--- config.mk ---
export PLATFORM = sky130hd
export DESIGN_NAME = hbc_host
export DESIGN_NICKNAME = d
export VERILOG_FILES = /design/src/rtl/hbc_pkg.sv /design/src/rtl/hbc_host.sv
export SDC_FILE = /design/constraint.sdc
export NUM_CORES = 1
export LEC_CHECK = 0
export BUFFER_PORTS_ARGS = -buffer_cell sky130_fd_sc_hd__buf_2
export CAP_MARGIN = 20
export CORE_MARGIN = 1
export CORE_UTILIZATION = 54
export DETAILED_ROUTE_END_ITERATION = 10
export MAX_ROUTING_LAYER = met4
export PLACE_DENSITY = 0.95
export RECOVER_POWER = 25
export SETUP_SLACK_MARGIN = 0.05
export SLEW_MARGIN = 40
export SYNTH_ARGS = -nofsm -noshare
export SYNTH_HDL_FRONTEND = slang
export SYNTH_SLANG_ARGS = --single-unit
export TNS_END_PERCENT = 20
--- constraint.sdc ---
create_clock -name hclk -period 3.8 [get_ports hclk]
set_clock_uncertainty 0.15 [all_clocks]
set_input_delay 0.76 -clock hclk [delete_from_list [all_inputs] [get_ports hclk]]
set_output_delay 0.76 -clock hclk [all_outputs]
set_load 0.05 [all_outputs]
--- src/rtl/hbc_pkg.sv ---
`default_nettype none
package hbc_pkg;
   // software register map of the controller, byte addresses
   localparam logic [7:0] HBC_CTRL_OFS   = 8'h00; // go bit, direction, lanes, space
   localparam logic [7:0] HBC_ADDR_OFS   = 8'h04; // 17-bit byte address
   localparam logic [7:0] HBC_WDATA_OFS  = 8'h08; // 16-bit write data
   localparam logic [7:0] HBC_RDATA_OFS  = 8'h0c; // 16-bit read data
   localparam logic [7:0] HBC_STATUS_OFS = 8'h10; // busy, done, strap view
   localparam logic [7:0] HBC_STRAP_OFS  = 8'h14; // strap pin levels, back to defaults at reset
   // control field positions
   localparam int HBC_CTRL_GO_BIT  = 0;
   localparam int HBC_CTRL_RD_BIT  = 1;
   localparam int HBC_CTRL_LO_BIT  = 2;
   localparam int HBC_CTRL_HI_BIT  = 3;
   localparam int HBC_CTRL_MEM_BIT = 4;
   // status field positions
   localparam int HBC_STAT_BUSY_BIT = 0;
   localparam int HBC_STAT_DONE_BIT = 1;
   // strap reset values: big endian byte-enable mode, active-high ready
   localparam logic [3:0] HBC_MODE_STRAP_RST  = 4'hb;
   localparam logic       HBC_ORDER_STRAP_RST = 1'b1;
   localparam logic       HBC_POL_STRAP_RST   = 1'b1;
   // reset values
   localparam logic [31:0] HBC_WORD_RST  = 32'h0000_0000;
   localparam logic [16:0] HBC_ADDR_RST  = 17'h0_0000;
   localparam logic [15:0] HBC_DATA_RST  = 16'h0000;
   // least cycles from start strobe to acknowledge
   localparam logic [1:0]  HBC_MIN_CYC   = 2'h2;
   // transfer size codes on the size lines (16-bit port)
   localparam logic [1:0]  HBC_SIZE_16   = 2'h2;
   localparam logic [1:0]  HBC_SIZE_8    = 2'h1;
   // normal access transfer kind
   localparam logic [1:0]  HBC_KIND_NORM = 2'h0;
   // controller sequencer states
   typedef enum logic [4:0] {
      HBC_IDLE  = 5'b00001,
      HBC_START = 5'b00010,
      HBC_WAIT  = 5'b00100,
      HBC_DONE  = 5'b01000,
      HBC_GAP   = 5'b10000
   } hbc_state_t;
endpackage
`default_nettype wire
--- src/rtl/hbc_host.sv ---
// The register offsets and the AHB-Lite register port were decided locally.
`default_nettype none
////////////////////////////////////////////////////////////////////////////////
// How it works
// - start strobe low one cycle, address presented
// - direction high on reads, low writes
// - size lines and kind code with address
// - cycle active flag held whole cycle
// - no new cycle until acknowledge released
// - transaction lasts at least two clocks
// - only normal cycles, never bursts
// - 17-bit byte address on low lines
// - big endian byte lane placement
// - select low only during our accesses
// - lane write strobes low per byte
// - both read strobes low on reads
// - bus status held permanently high
// - select configured: 16-bit, external ack, no burst
module hbc_host (
   // clock and reset
   input  wire logic        hclk,
   input  wire logic        hresetn,
   // ahb-lite slave
   input  wire logic        hsel,
   input  wire logic [31:0] haddr,
   input  wire logic [1:0]  htrans,
   input  wire logic        hwrite,
   input  wire logic [2:0]  hsize,
   input  wire logic        hready,
   input  wire logic [31:0] hwdata,
   output logic      [31:0] hrdata,
   output logic             hreadyout,
   output logic             hresp,
   // device clock and reset
   output logic             host_bus_clock,
   output logic             dev_reset_n,
   // device address and select
   output logic      [16:0] byte_address_inputs,
   output logic             mem_reg_select,
   output logic             chip_select_n,
   // device data lanes, two-way
   input  wire logic [15:0] data_lanes_in,
   output logic      [15:0] data_lanes_out,
   output logic             data_lanes_oe,
   // device strobes
   output logic             low_byte_write_strobe_n,
   output logic             high_byte_write_strobe_n,
   output logic             low_read_strobe_n,
   output logic             high_read_strobe_n,
   output logic             bus_status_n,
   input  wire logic        stall_in,
   // straps driven to device
   output logic      [3:0]  bus_mode_straps,
   output logic             byte_order_strap,
   output logic             stall_polarity_strap,
   // processor-side bus mirror
   output logic             transfer_begin_strobe_n,
   output logic             transfer_done_ack_n,
   output logic             cycle_active_flag,
   output logic             read_write,
   output logic      [1:0]  size_byte_write_lines,
   output logic      [1:0]  transfer_kind_code,
   output logic      [31:0] host_data_out
);

   ////////////////////////////////////////////////////////////////////////////////
   // operating notes
   //
   // software side
   //  - one ahb-lite slave, never stretched: hreadyout tied high
   //  - every register is one aligned word; only the low address byte decodes
   //  - register writes are dropped while a transfer is in flight, so
   //    address, data and lanes of a running cycle cannot change under it
   //  - a go while busy is dropped as well; software polls the busy bit
   //  - unmapped reads return zero, unmapped writes vanish
   //
   // device side
   //  - the device runs on our own clock, so only its wait pin is foreign
   //  - the wait pin passes two flops; this costs two cycles per transfer
   //    but keeps a late pin edge from splitting the sequencer decision
   //  - select, strobes and address are all registered, glitch free
   //  - the first pin cycle already carries the new command's lanes and
   //    direction, taken straight from the control word being written
   //  - single normal cycles only; the kind code is fixed, bursts never leave
   //
   // reset and straps
   //  - straps stand at their register values while the device reset is low
   //  - device reset trails ours by one clock so straps are settled first
   //  - a strap write moves the strap pins at once, but the block reset reloads the reset values, so no latch ever sees it
   //  - wait polarity is latched in step with the device's own latch
   //
   // timing of one transfer
   //  - cycle 0: control word with go written, sequencer leaves idle
   //  - cycle 1: begin strobe low, select and strobes low, flag high
   //  - then: wait for the synchronised ready level and two cycles counted
   //  - ack cycle: select and strobes released, ack pulse low one clock
   //  - one gap cycle follows, then idle; a new go is taken only there
   //
   // limitations
   //  - no byte steering for odd addresses: lanes come straight from control
   //  - read data land only in the low half of the read data register
   //  - the mirror outputs describe the cycle, they drive nothing themselves
   ////////////////////////////////////////////////////////////////////////////////

   // sequencer state
   hbc_pkg::hbc_state_t state_r;
   // ahb address phase copy
   logic        ph_valid_r;
   logic        ph_write_r;
   logic [7:0]  ph_addr_r;
   // software registers
   logic [31:0] ctrl_r;
   logic [16:0] addr_r;
   logic [15:0] wdata_r;
   logic [15:0] rdata_r;
   logic        done_r;
   logic        pol_r;
   logic [5:0]  strap_r;
   // transfer timing
   logic [1:0]  cyc_cnt_r;
   // wait pin synchroniser
   logic        stall_s1_r;
   logic        stall_s2_r;
   // decoded events
   logic        go_wr;
   logic        ack_now;

   ////////////////////////////////////////////////////////////////////////////////
   // ahb address phase capture; slave always ready, okay response
   always_ff @(posedge hclk or negedge hresetn) begin
      if (!hresetn) begin
         ph_valid_r <= 1'b0;
         ph_write_r <= 1'b0;
         ph_addr_r  <= 8'h00;
      end else if (hready) begin
         ph_valid_r <= hsel && htrans[1];
         ph_write_r <= hwrite;
         ph_addr_r  <= haddr[7:0];
      end
   end
   assign hreadyout = 1'b1;
   assign hresp     = 1'b0;

   assign go_wr = ph_valid_r && ph_write_r && (ph_addr_r == hbc_pkg::HBC_CTRL_OFS)
                  && hwdata[hbc_pkg::HBC_CTRL_GO_BIT] && (state_r == hbc_pkg::HBC_IDLE);

   // software registers
   always_ff @(posedge hclk or negedge hresetn) begin
      if (!hresetn) begin
         ctrl_r  <= hbc_pkg::HBC_WORD_RST;
         addr_r  <= hbc_pkg::HBC_ADDR_RST;
         wdata_r <= hbc_pkg::HBC_DATA_RST;
         strap_r <= {hbc_pkg::HBC_POL_STRAP_RST, hbc_pkg::HBC_ORDER_STRAP_RST,
                     hbc_pkg::HBC_MODE_STRAP_RST};
      end else if (ph_valid_r && ph_write_r && state_r == hbc_pkg::HBC_IDLE) begin
         case (ph_addr_r)
            hbc_pkg::HBC_CTRL_OFS:  ctrl_r  <= hwdata;
            hbc_pkg::HBC_ADDR_OFS:  addr_r  <= hwdata[16:0];
            hbc_pkg::HBC_WDATA_OFS: wdata_r <= hwdata[15:0];
            hbc_pkg::HBC_STRAP_OFS: strap_r <= hwdata[5:0];
            default: ;
         endcase
      end
   end

   // read mux; unmapped reads as zero
   always_ff @(posedge hclk or negedge hresetn) begin
      if (!hresetn) begin
         hrdata <= hbc_pkg::HBC_WORD_RST;
      end else if (hready && hsel && htrans[1] && !hwrite) begin
         case (haddr[7:0])
            hbc_pkg::HBC_CTRL_OFS:   hrdata <= {27'h0, ctrl_r[4:0]};
            hbc_pkg::HBC_ADDR_OFS:   hrdata <= {15'h0, addr_r};
            hbc_pkg::HBC_WDATA_OFS:  hrdata <= {16'h0, wdata_r};
            hbc_pkg::HBC_RDATA_OFS:  hrdata <= {16'h0, rdata_r};
            hbc_pkg::HBC_STATUS_OFS: hrdata <= {24'h0, strap_r, done_r,
                                                state_r != hbc_pkg::HBC_IDLE};
            hbc_pkg::HBC_STRAP_OFS:  hrdata <= {26'h0, strap_r};
            default:                 hrdata <= hbc_pkg::HBC_WORD_RST;
         endcase
      end
   end

   ////////////////////////////////////////////////////////////////////////////////
   // device shares our clock; straps stand while device reset is low
   assign host_bus_clock       = hclk;
   assign bus_mode_straps      = strap_r[3:0];
   assign byte_order_strap     = strap_r[4];
   assign stall_polarity_strap = strap_r[5];
   assign bus_status_n         = 1'b1;

   // device reset held low one cycle after ours so straps settle first
   always_ff @(posedge hclk or negedge hresetn) begin
      if (!hresetn) dev_reset_n <= 1'b0;
      else          dev_reset_n <= 1'b1;
   end

   // polarity latched after release, matching what the device latched
   always_ff @(posedge hclk or negedge hresetn) begin
      if (!hresetn)          pol_r <= hbc_pkg::HBC_POL_STRAP_RST;
      else if (!dev_reset_n) pol_r <= strap_r[5];
   end

   // wait from device pin, two flops before use
   always_ff @(posedge hclk or negedge hresetn) begin
      if (!hresetn) begin
         stall_s1_r <= 1'b0;
         stall_s2_r <= 1'b0;
      end else begin
         stall_s1_r <= stall_in;
         stall_s2_r <= stall_s1_r;
      end
   end
   // active-high sense: pin high means ready; active-low sense: pin low means ready
   assign ack_now = (pol_r ? stall_s2_r : !stall_s2_r) && (cyc_cnt_r >= hbc_pkg::HBC_MIN_CYC);

   ////////////////////////////////////////////////////////////////////////////////
   // transfer sequencer; single normal cycles only, bursts never issued
   always_ff @(posedge hclk or negedge hresetn) begin
      if (!hresetn) begin
         state_r <= hbc_pkg::HBC_IDLE;
      end else begin
         case (state_r)
            hbc_pkg::HBC_IDLE:  if (go_wr) state_r <= hbc_pkg::HBC_START;
            hbc_pkg::HBC_START: state_r <= hbc_pkg::HBC_WAIT;
            hbc_pkg::HBC_WAIT:  if (ack_now) state_r <= hbc_pkg::HBC_DONE;
            hbc_pkg::HBC_DONE:  state_r <= hbc_pkg::HBC_GAP;
            hbc_pkg::HBC_GAP:   state_r <= hbc_pkg::HBC_IDLE;
            default:            state_r <= hbc_pkg::HBC_IDLE;
         endcase
      end
   end

   // cycles since start, saturating
   always_ff @(posedge hclk or negedge hresetn) begin
      if (!hresetn)                          cyc_cnt_r <= 2'h0;
      else if (state_r == hbc_pkg::HBC_IDLE) cyc_cnt_r <= 2'h0;
      else if (cyc_cnt_r != 2'h3)            cyc_cnt_r <= cyc_cnt_r + 2'h1;
   end

   // done flag: set wins over clear by new go
   always_ff @(posedge hclk or negedge hresetn) begin
      if (!hresetn)                              done_r <= 1'b0;
      else if (state_r == hbc_pkg::HBC_DONE)     done_r <= 1'b1;
      else if (go_wr)                            done_r <= 1'b0;
   end

   // read capture, lanes stored straight with no byte swap, read back in the low half
   always_ff @(posedge hclk or negedge hresetn) begin
      if (!hresetn) begin
         rdata_r <= hbc_pkg::HBC_DATA_RST;
      end else if (state_r == hbc_pkg::HBC_WAIT && ack_now && ctrl_r[hbc_pkg::HBC_CTRL_RD_BIT]) begin
         rdata_r <= data_lanes_in;
      end
   end

   ////////////////////////////////////////////////////////////////////////////////
   // pin drivers, all registered
   logic active_nxt;
   logic rd;
   logic lo;
   logic hi;
   // fresh control word on the go cycle; the stored copy would
   // replay the previous command's lanes on the first strobe cycle
   assign rd = go_wr ? hwdata[hbc_pkg::HBC_CTRL_RD_BIT] : ctrl_r[hbc_pkg::HBC_CTRL_RD_BIT];
   assign lo = go_wr ? hwdata[hbc_pkg::HBC_CTRL_LO_BIT] : ctrl_r[hbc_pkg::HBC_CTRL_LO_BIT];
   assign hi = go_wr ? hwdata[hbc_pkg::HBC_CTRL_HI_BIT] : ctrl_r[hbc_pkg::HBC_CTRL_HI_BIT];
   assign active_nxt = (state_r == hbc_pkg::HBC_IDLE && go_wr)
                    || state_r == hbc_pkg::HBC_START
                    || (state_r == hbc_pkg::HBC_WAIT && !ack_now);

   always_ff @(posedge hclk or negedge hresetn) begin
      if (!hresetn) begin
         chip_select_n            <= 1'b1;
         transfer_begin_strobe_n  <= 1'b1;
         cycle_active_flag        <= 1'b0;
         low_byte_write_strobe_n  <= 1'b1;
         high_byte_write_strobe_n <= 1'b1;
         low_read_strobe_n        <= 1'b1;
         high_read_strobe_n       <= 1'b1;
         data_lanes_oe            <= 1'b0;
         transfer_done_ack_n      <= 1'b1;
      end else begin
         chip_select_n            <= !active_nxt;
         transfer_begin_strobe_n  <= !(state_r == hbc_pkg::HBC_IDLE && go_wr);
         cycle_active_flag        <= active_nxt;
         low_byte_write_strobe_n  <= !(active_nxt && !rd && lo);
         high_byte_write_strobe_n <= !(active_nxt && !rd && hi);
         low_read_strobe_n        <= !(active_nxt && rd);
         high_read_strobe_n       <= !(active_nxt && rd);
         data_lanes_oe            <= active_nxt && !rd;
         transfer_done_ack_n      <= !(state_r == hbc_pkg::HBC_WAIT && ack_now);
      end
   end

   // address and data held from the register copies; select and direction from the control word being written
   always_ff @(posedge hclk or negedge hresetn) begin
      if (!hresetn) begin
         byte_address_inputs   <= hbc_pkg::HBC_ADDR_RST;
         mem_reg_select        <= 1'b0;
         read_write            <= 1'b1;
         size_byte_write_lines <= hbc_pkg::HBC_SIZE_16;
         transfer_kind_code    <= hbc_pkg::HBC_KIND_NORM;
         data_lanes_out        <= hbc_pkg::HBC_DATA_RST;
         host_data_out         <= hbc_pkg::HBC_WORD_RST;
      end else if (go_wr) begin
         byte_address_inputs   <= addr_r;
         mem_reg_select        <= hwdata[hbc_pkg::HBC_CTRL_MEM_BIT];
         read_write            <= hwdata[hbc_pkg::HBC_CTRL_RD_BIT];
         size_byte_write_lines <= (hwdata[hbc_pkg::HBC_CTRL_LO_BIT] && hwdata[hbc_pkg::HBC_CTRL_HI_BIT])
                                  ? hbc_pkg::HBC_SIZE_16 : hbc_pkg::HBC_SIZE_8;
         transfer_kind_code    <= hbc_pkg::HBC_KIND_NORM;
         data_lanes_out        <= wdata_r;
         host_data_out         <= {wdata_r, 16'h0000};
      end
   end

endmodule
`default_nettype wire

# After elaboration in Yosys (flattened, before gate mapping)

Index checks and enable logic that the tools add are counted.

Bits in read-only memories: 0
Bits in registers: 159
Latch bits: 0
Memory bits (writable): 0
Memories kept: 0
Bits of input ports: 91
Output and inout port bits: 123
Logic and storage cells: 100

Mux-type cells: 13
Multiply operators: 0
Reduce and logical (&&, ||, !) cells: 40
Order comparisons: 1
Divide/modulo/power cells: 0
Bitwise logic cells: 0
Equal/unequal tests: 16
Add/subtract/negate cells: 1
Shifts and indexed selects: 0

Operator list:

| cell                                           | number |
|---|---|
| case mux 17 bit (6 select lines)               | 1 |
| == test 8 x 4 -> 1 bit (second input constant) | 3 |
| == test 8 x 5 -> 1 bit (second input constant) | 3 |
| case mux 5 bit (4 select lines)                | 1 |
| logical AND 1 bit                              | 19 |
| == test 8 x 3 -> 1 bit (second input constant) | 2 |
| logical NOT 8 bit                              | 2 |
| logical NOT 1 bit                              | 10 |
| 2-to-1 mux 5 bit                               | 2 |
| AND reduction 2 bit                            | 5 |
| 2-to-1 mux 1 bit                               | 6 |
| 2-to-1 mux 2 bit                               | 3 |
| != test 2 bit (second input constant)          | 3 |
| == test 5 x 1 -> 1 bit (second input constant) | 1 |
| == test 5 x 2 -> 1 bit (second input constant) | 1 |
| == test 5 x 3 -> 1 bit (second input constant) | 1 |
| == test 5 x 4 -> 1 bit (second input constant) | 1 |
| != test 5 x 1 -> 1 bit (second input constant) | 1 |
| nonzero test 2 bit                             | 2 |
| adder 2 x 1 -> 2 bit (second input constant)   | 1 |
| >= comparator 2 bit (second input constant)    | 1 |
| logical OR 1 bit                               | 2 |

# Depth between registers and ports, before layout

Gate-level depths: netlist of the first run.

Depth after elaboration: 10
Depth in mapped cells: 7

==> results of run 1 <==
layout make-up:
| class | instances | area, µm² | share of cell area |
|---|---|---|---|
| inverters | 8 | 30.0 | 0.00390 |
| clock buffers | 22 | 509 | 0.0661 |
| multi-input cells | 282 | 2440 | 0.317 |
| flip-flops and latches | 144 | 3620 | 0.471 |
| repair buffers | 147 | 776 | 0.101 |
| well taps | 143 | 179 | 0.0232 |
| clock inverters | 14 | 141 | 0.0184 |
cell usage after synthesis (2+ instances only):
library cell,number,area (µm²)
inv_1,8,30.0
mux2_4,17,255
nor4_4,2,42.5
dfstp_2,15,394
ha_1,2,25.0
o211ai_1,3,22.5
a22oi_1,16,120
clkbuf_1,9,33.8
nand3_1,2,10.0
nor3_1,2,10.0
xor2_1,3,26.3
a22o_1,2,17.5
mux2_1,10,113
buf_6,4,45.0
dfrtp_1,129,3230
nor2_1,9,33.8
conb_1,2,7.51
o21ai_0,13,65.1
nand2_1,25,93.8
nor4_1,4,25.0
or2_2,5,31.3
nor2b_1,4,25.0
o22ai_1,2,12.5
buf_4,56,420
or4_1,5,37.5
buf_2,3,15.0
mux4_2,5,113
mux2i_1,4,40.0
a21o_1,3,22.5
a32oi_1,2,17.5
mux2_2,91,1020
logic make-up (layout without fill, tap and decap cells):
| family | Yosys count | in the layout | share of synthesized area |
|---|---|---|---|
| adders and majority gates | 2 | 2 | 0.00386 |
| buffers and inverters | 81 | 191 | 0.0846 |
| muxes | 127 | 127 | 0.238 |
| xor gates and xnor gates | 3 | 3 | 0.00406 |
| AOI/OAI and AO/OA | 44 | 44 | 0.0463 |
| other | 2 | 37 | 0.00116 |
| and+or+nand+nor | 69 | 69 | 0.0626 |
| DFF | 144 | 144 | 0.559 |
path summary, 6_finish.rpt:
| path | start | to | slack (ns) | cells past startpoint |
|---|---|---|---|---|
| setup reg to reg | state_r[0]$_DFFE_PN1P_ | addr_r[11]$_DFFE_PN0P_ | 0.76 | 5 |
| setup / recovery | hclk | host_bus_clock | 0.55 | 3 |
| min in group asynchronous | hresetn | state_r[3]$_DFFE_PN0P_ | 0.58 | 2 |
| hold / removal | stall_in | stall_s1_r$_DFF_PN0_ | 0.19 | 1 |
| max in group asynchronous | hresetn | byte_address_inputs[14]$_DFFE_PN0N_ | 0.96 | 4 |
| hold reg to reg | stall_s1_r$_DFF_PN0_ | stall_s2_r$_DFF_PN0_ | 0.22 | 0 |
per-stage QoR:
step / worst slack, ns / cells / power, mW
after floorplan: 0.823 / 507 / 1.90
after global placement: 0.802 / 723 / 1.95
after detailed placement: 0.802 / 723 / 1.96
after CTS: 0.546 / 758 / 3.71
after global routing: 0.544 / 760 / 3.80
final: 0.549 / 760 / 3.69
state kept, by name, summed over array words and instances (netlist names), 2 cells and up:
name	cells
addr_r	17
byte_address_inputs	17
ctrl_r	5
cyc_cnt_r	2
data_lanes_out	16
hrdata	17
ph_addr_r	8
rdata_r	16
size_byte_write_lines	2
state_r	5
strap_r	6
wdata_r	16
cell usage in the layout (no fill, tap or decap), drive strengths merged, types with 2 or more instances in the layout:
cell type,n
buf,144
inv,9
or4,6
conb,37
clkbuf,24
ha,2
xor2,3
clkinv,7
mux4,5
o22ai,2
nor4,6
bufinv,2
dfstp,15
nor2b,4
nor3,2
a21o,3
clkinvlp,4
nor2,9
or2,5
dfrtp,129
o21ai,13
a22o,2
nand2,26
a22oi,16
a32oi,2
mux2i,4
mux2,118
nand3,3
o211ai,3
power breakdown:
part	switching, mW	internal [mW]
clock	0.700	1.10
sequential	0.0319	1.58
combinational	0.198	0.0826
total	0.930	2.76
worst reg2reg max path: cells and delay by family (launching register included):
kind | cells | cell delay, ns
buffers and inverters | 1 | 0.31
muxes | 1 | 0.35
DFF | 1 | 0.60
and+or+nand+nor | 3 | 1.48
metal layers:
| layer | vias to the layer above | track usage | share of wire | wire, µm |
|---|---|---|---|---|
| met2 | 235 | 0.426 | 0.51 | 7730 |
| met3 | 42 | 0.0653 | 0.063 | 959 |
| li1 | 1847 | - | - | - |
| met1 | 2175 | 0.318 | 0.40 | 5990 |
| met4 | 0 | 0.125 | 0.030 | 459 |
| met5 | - | - | 0 | 0 |
==> results.py, run 1 <==
metrics = {
    "outcome": {
        "outcome": "complete, but fails checks",
        "violations": "DRC, capacitance limit, slew limit",
    },
    "die": {
        "die_x_um": 112,
        "num_rows": 39,
        "dieHeight_um": 112,
        "die_area_um2": 12400,
        "ios": 214,
        "start_util": 0.560,
        "core_um2": 11600,
    },
    "worst_setup_path": {
        "crit_type": "clk -> out",
        "crit_fanout": 2,
        "start_kind": "clock port",
        "cpMostUsedCell": "clkbuf_16",
        "critPathMaxStageDelay_ns": 0.20,
        "path_cells": "clkbuf_16 > clkbuf_16 > buf_2",
        "end_kind": "primary output",
        "cp_top_family": "buffers and inverters",
        "cp_slowest_cell": "buf_2",
        "required_ns": 2.89,
        "cp.arrival_ns": 2.34,
        "path_buf_inv": 3,
    },
    "layout": {
        "nets": 697,
        "final_cell_area_um2": 7700,
        "area_delta_synth_final_pct": 18.8,
        "fillers": 804,
        "drive_above_1_share": 0.512,
        "final_util": 0.666,
        "num_antenna_cells": 0,
    },
    "drt": {
        "wl_um": 15100,
        "drc": 13,
        "drt_pass1_iterations": 8,
        "num_vias": 4299,
        "drtIter0Drc": 294,
        "avgRoutedWirePerCell_um": 19.9,
        "postRouteAntennaNets": 0,
        "viasPerCell": 5.66,
    },
    "grt": {
        "grt_overflow": 0,
        "grt_pass1_wl_um": 24300,
        "grt_pass1_vias": 4581,
        "grt_usage": 0.266,
        "antenna_found_initial": 0,
        "grt_start_max_net_pins": 117,
    },
    "timing": {
        "rsz0062_at_grt": "false",
        "slew_headroom": -0.0875,
        "hold_ws_ns": 0.185,
        "hold_viol_final": 0,
        "fin_tns_setup_ns": 0,
        "maxSlewViolCount": 69,
        "finalSetupViolations": 0,
        "worstMarginPinSlew_ns": 1.63,
    },
    "synthesis": {
        "ys_seq_elements": 144,
        "ys_types": 46,
        "ys.flop_type": "dfrtp_1",
        "ys_seq_area_frac": 0.559,
        "synth_edf_count": 0,
        "yosys_warnings": 0,
        "avgSynthCellArea_um2": 13.7,
        "postSynthCellCount": 472,
        "async_flop_share": 1.00,
        "synth_area_um2": 6480,
    },
    "power": {
        "max-vdd-ir-drop_mv": 0.484,
        "p_leak_nw": 4.02,
        "power_density_nw_per_um2": 480,
    },
    "place": {
        "io_buffer_count": 134,
        "placed_cell_area_um2": 7040,
        "hpwl_um": 10100,
        "gp_congestion": 0.834,
    },
    "clock_tree": {
        "post_cts_resized": 0,
        "cts_setup_buffers": 0,
        "cts_tree": "built",
        "clkTransAtPathRegs_ns": 0.06,
        "hold_buffers": 0,
        "clkLatencyLatePin_ns": 0.53,
    },
    "min_path": {
        "worstHoldPathType": "in -> reg",
    },
    "run": {
        "cap_violations": 1,
    },
}
Note: power is estimated with default switching activity, not from simulation.
==> inputs of run 2 (changes only) <==
--- a/config.mk
+++ b/config.mk
@@ -11,7 +11,7 @@
 export CORE_UTILIZATION = 54
 export DETAILED_ROUTE_END_ITERATION = 10
 export MAX_ROUTING_LAYER = met4
-export PLACE_DENSITY = 0.95
+export PLACE_DENSITY = 0.85
 export RECOVER_POWER = 25
 export SETUP_SLACK_MARGIN = 0.05
 export SLEW_MARGIN = 40
==> results.py, run 2 (synthesized netlist as in run 1, its figures left out) <==
metrics = {
    "timing": {
        "maxSlewViolCount": 77,
        "slew_headroom": -0.181,
        "worstMarginPinSlew_ns": 1.77,
        "rsz0062_at_grt": "false",
        "setup_ws_ns": 0.546,
        "hold_viol_final": 0,
        "finalSetupViolations": 0,
        "fin_tns_setup_ns": 0,
    },
    "clock_tree": {
        "hold_buffers": 0,
        "clkTransAtPathRegs_ns": 0.05,
        "cts_setup_buffers": 0,
        "clkLatencyLatePin_ns": 0.53,
        "cts_tree": "built",
        "post_cts_resized": 0,
    },
    "die": {
        "die_x_um": 112,
        "dieHeight_um": 112,
        "core_um2": 11600,
        "die_area_um2": 12400,
        "ios": 214,
        "start_util": 0.560,
        "num_rows": 39,
    },
    "worst_setup_path": {
        "cp_slowest_cell": "buf_2",
        "path_cells": "clkbuf_16 > clkbuf_16 > buf_2",
        "path_buf_inv": 3,
        "cp.arrival_ns": 2.34,
        "cp_top_family": "buffers and inverters",
        "cpMostUsedCell": "clkbuf_16",
        "crit_fanout": 2,
        "critPathMaxStageDelay_ns": 0.20,
        "crit_type": "clk -> out",
        "start_kind": "clock port",
        "required_ns": 2.89,
        "end_kind": "primary output",
    },
    "place": {
        "placed_cell_area_um2": 7050,
        "post-place-ws_ns": 0.802,
        "gp_congestion": 0.781,
        "io_buffer_count": 134,
        "hpwl_um": 9580,
    },
    "min_path": {
        "worstHoldPathType": "in -> reg",
    },
    "outcome": {
        "violations": "DRC, capacitance limit, slew limit",
        "outcome": "complete, but fails checks",
    },
    "grt": {
        "grt_pass1_vias": 4297,
        "antenna_found_initial": 0,
        "grt_start_max_net_pins": 77,
        "grt_overflow": 0,
        "grt_usage": 0.255,
        "grt_pass1_wl_um": 23100,
    },
    "drt": {
        "drc": 14,
        "postRouteAntennaNets": 0,
        "wl_um": 14500,
        "drt_pass1_iterations": 8,
        "viasPerCell": 5.50,
        "num_vias": 4151,
        "drtIter0Drc": 275,
        "avgRoutedWirePerCell_um": 19.3,
    },
    "layout": {
        "num_antenna_cells": 0,
        "top_regs": "addr_r x17, byte_address_inputs x17, hrdata x17",
        "final_util": 0.669,
        "nets": 692,
        "final_common_cell": "buf_2",
        "final_cell_area_um2": 7740,
        "drive_above_1_share": 0.513,
        "layout_common_cells": "buf_2, dfrtp_1, mux2_2",
        "area_delta_synth_final_pct": 19.5,
    },
    "power": {
        "power_mw": 3.86,
        "max-vdd-ir-drop_mv": 0.413,
        "p_leak_nw": 4.04,
        "power_density_nw_per_um2": 498,
    },
    "run": {
        "cap_violations": 1,
    },
}
==> run 2: cell count changes in the layout (fill, tap and decap cells not counted), sizes merged <==
cell and delta:
buf -4, clkbuf +3, clkinvlp -3, bufinv +2, clkinv -1, dlygate4sd3 -1
inv -1
==> run 2: per-layer routing <==
| metal | up-vias | share of wire | track usage |
|---|---|---|---|
| li1 | 1840 | - | - |
| met1 | 2105 | 0.42 | 0.309 |
| met2 | 178 | 0.49 | 0.406 |
| met3 | 28 | 0.058 | 0.0582 |
| met4 | 0 | 0.027 | 0.124 |
| met5 | - | 0 | - |
==> run 2: cell type report <==
class / count / area [µm²]
Multi-Input combinational cell: 282 / 2440
Clock buffer: 25 / 551
Clock inverter: 11 / 161
Tap cell: 143 / 179
Fill cell: 801 / 3820
Timing Repair Buffer: 142 / 757
Inverter: 8 / 30.0
Sequential cell: 144 / 3620
==> run 2: where the power goes <==
| group | internal, mW | leakage, nW | switching, mW | total (mW) |
|---|---|---|---|---|
| sequential | 1.58 | 1.88 | 0.0299 | 1.61 |
| clock | 1.29 | 0.353 | 0.687 | 1.97 |
| combinational | 0.0800 | 1.81 | 0.194 | 0.274 |
| total | 2.95 | 4.04 | 0.911 | 3.86 |
==> run 2: worst paths after layout <==
check / from / to / slack, ns / cells past startpoint
max in group asynchronous: hresetn / cyc_cnt_r[1]$_DFFE_PN0P_ / 1.02 / 2
setup reg to reg: state_r[0]$_DFFE_PN1P_ / addr_r[11]$_DFFE_PN0P_ / 0.92 / 5
hold reg to reg: stall_s1_r$_DFF_PN0_ / stall_s2_r$_DFF_PN0_ / 0.21 / 0
hold / removal: stall_in / stall_s1_r$_DFF_PN0_ / 0.19 / 1
min in group asynchronous: hresetn / data_lanes_out[0]$_DFFE_PN0N_ / 0.55 / 1
setup / recovery: hclk / host_bus_clock / 0.55 / 3
==> run 2: metrics by stage <==
step / hold WS (ns) / std cells
final: 0.192 / 755
after global routing: 0.176 / 755
after CTS: 0.131 / 755
after detailed placement: 0.201 / 720
after global placement: 0.186 / 720
after floorplan: 0.181 / 507
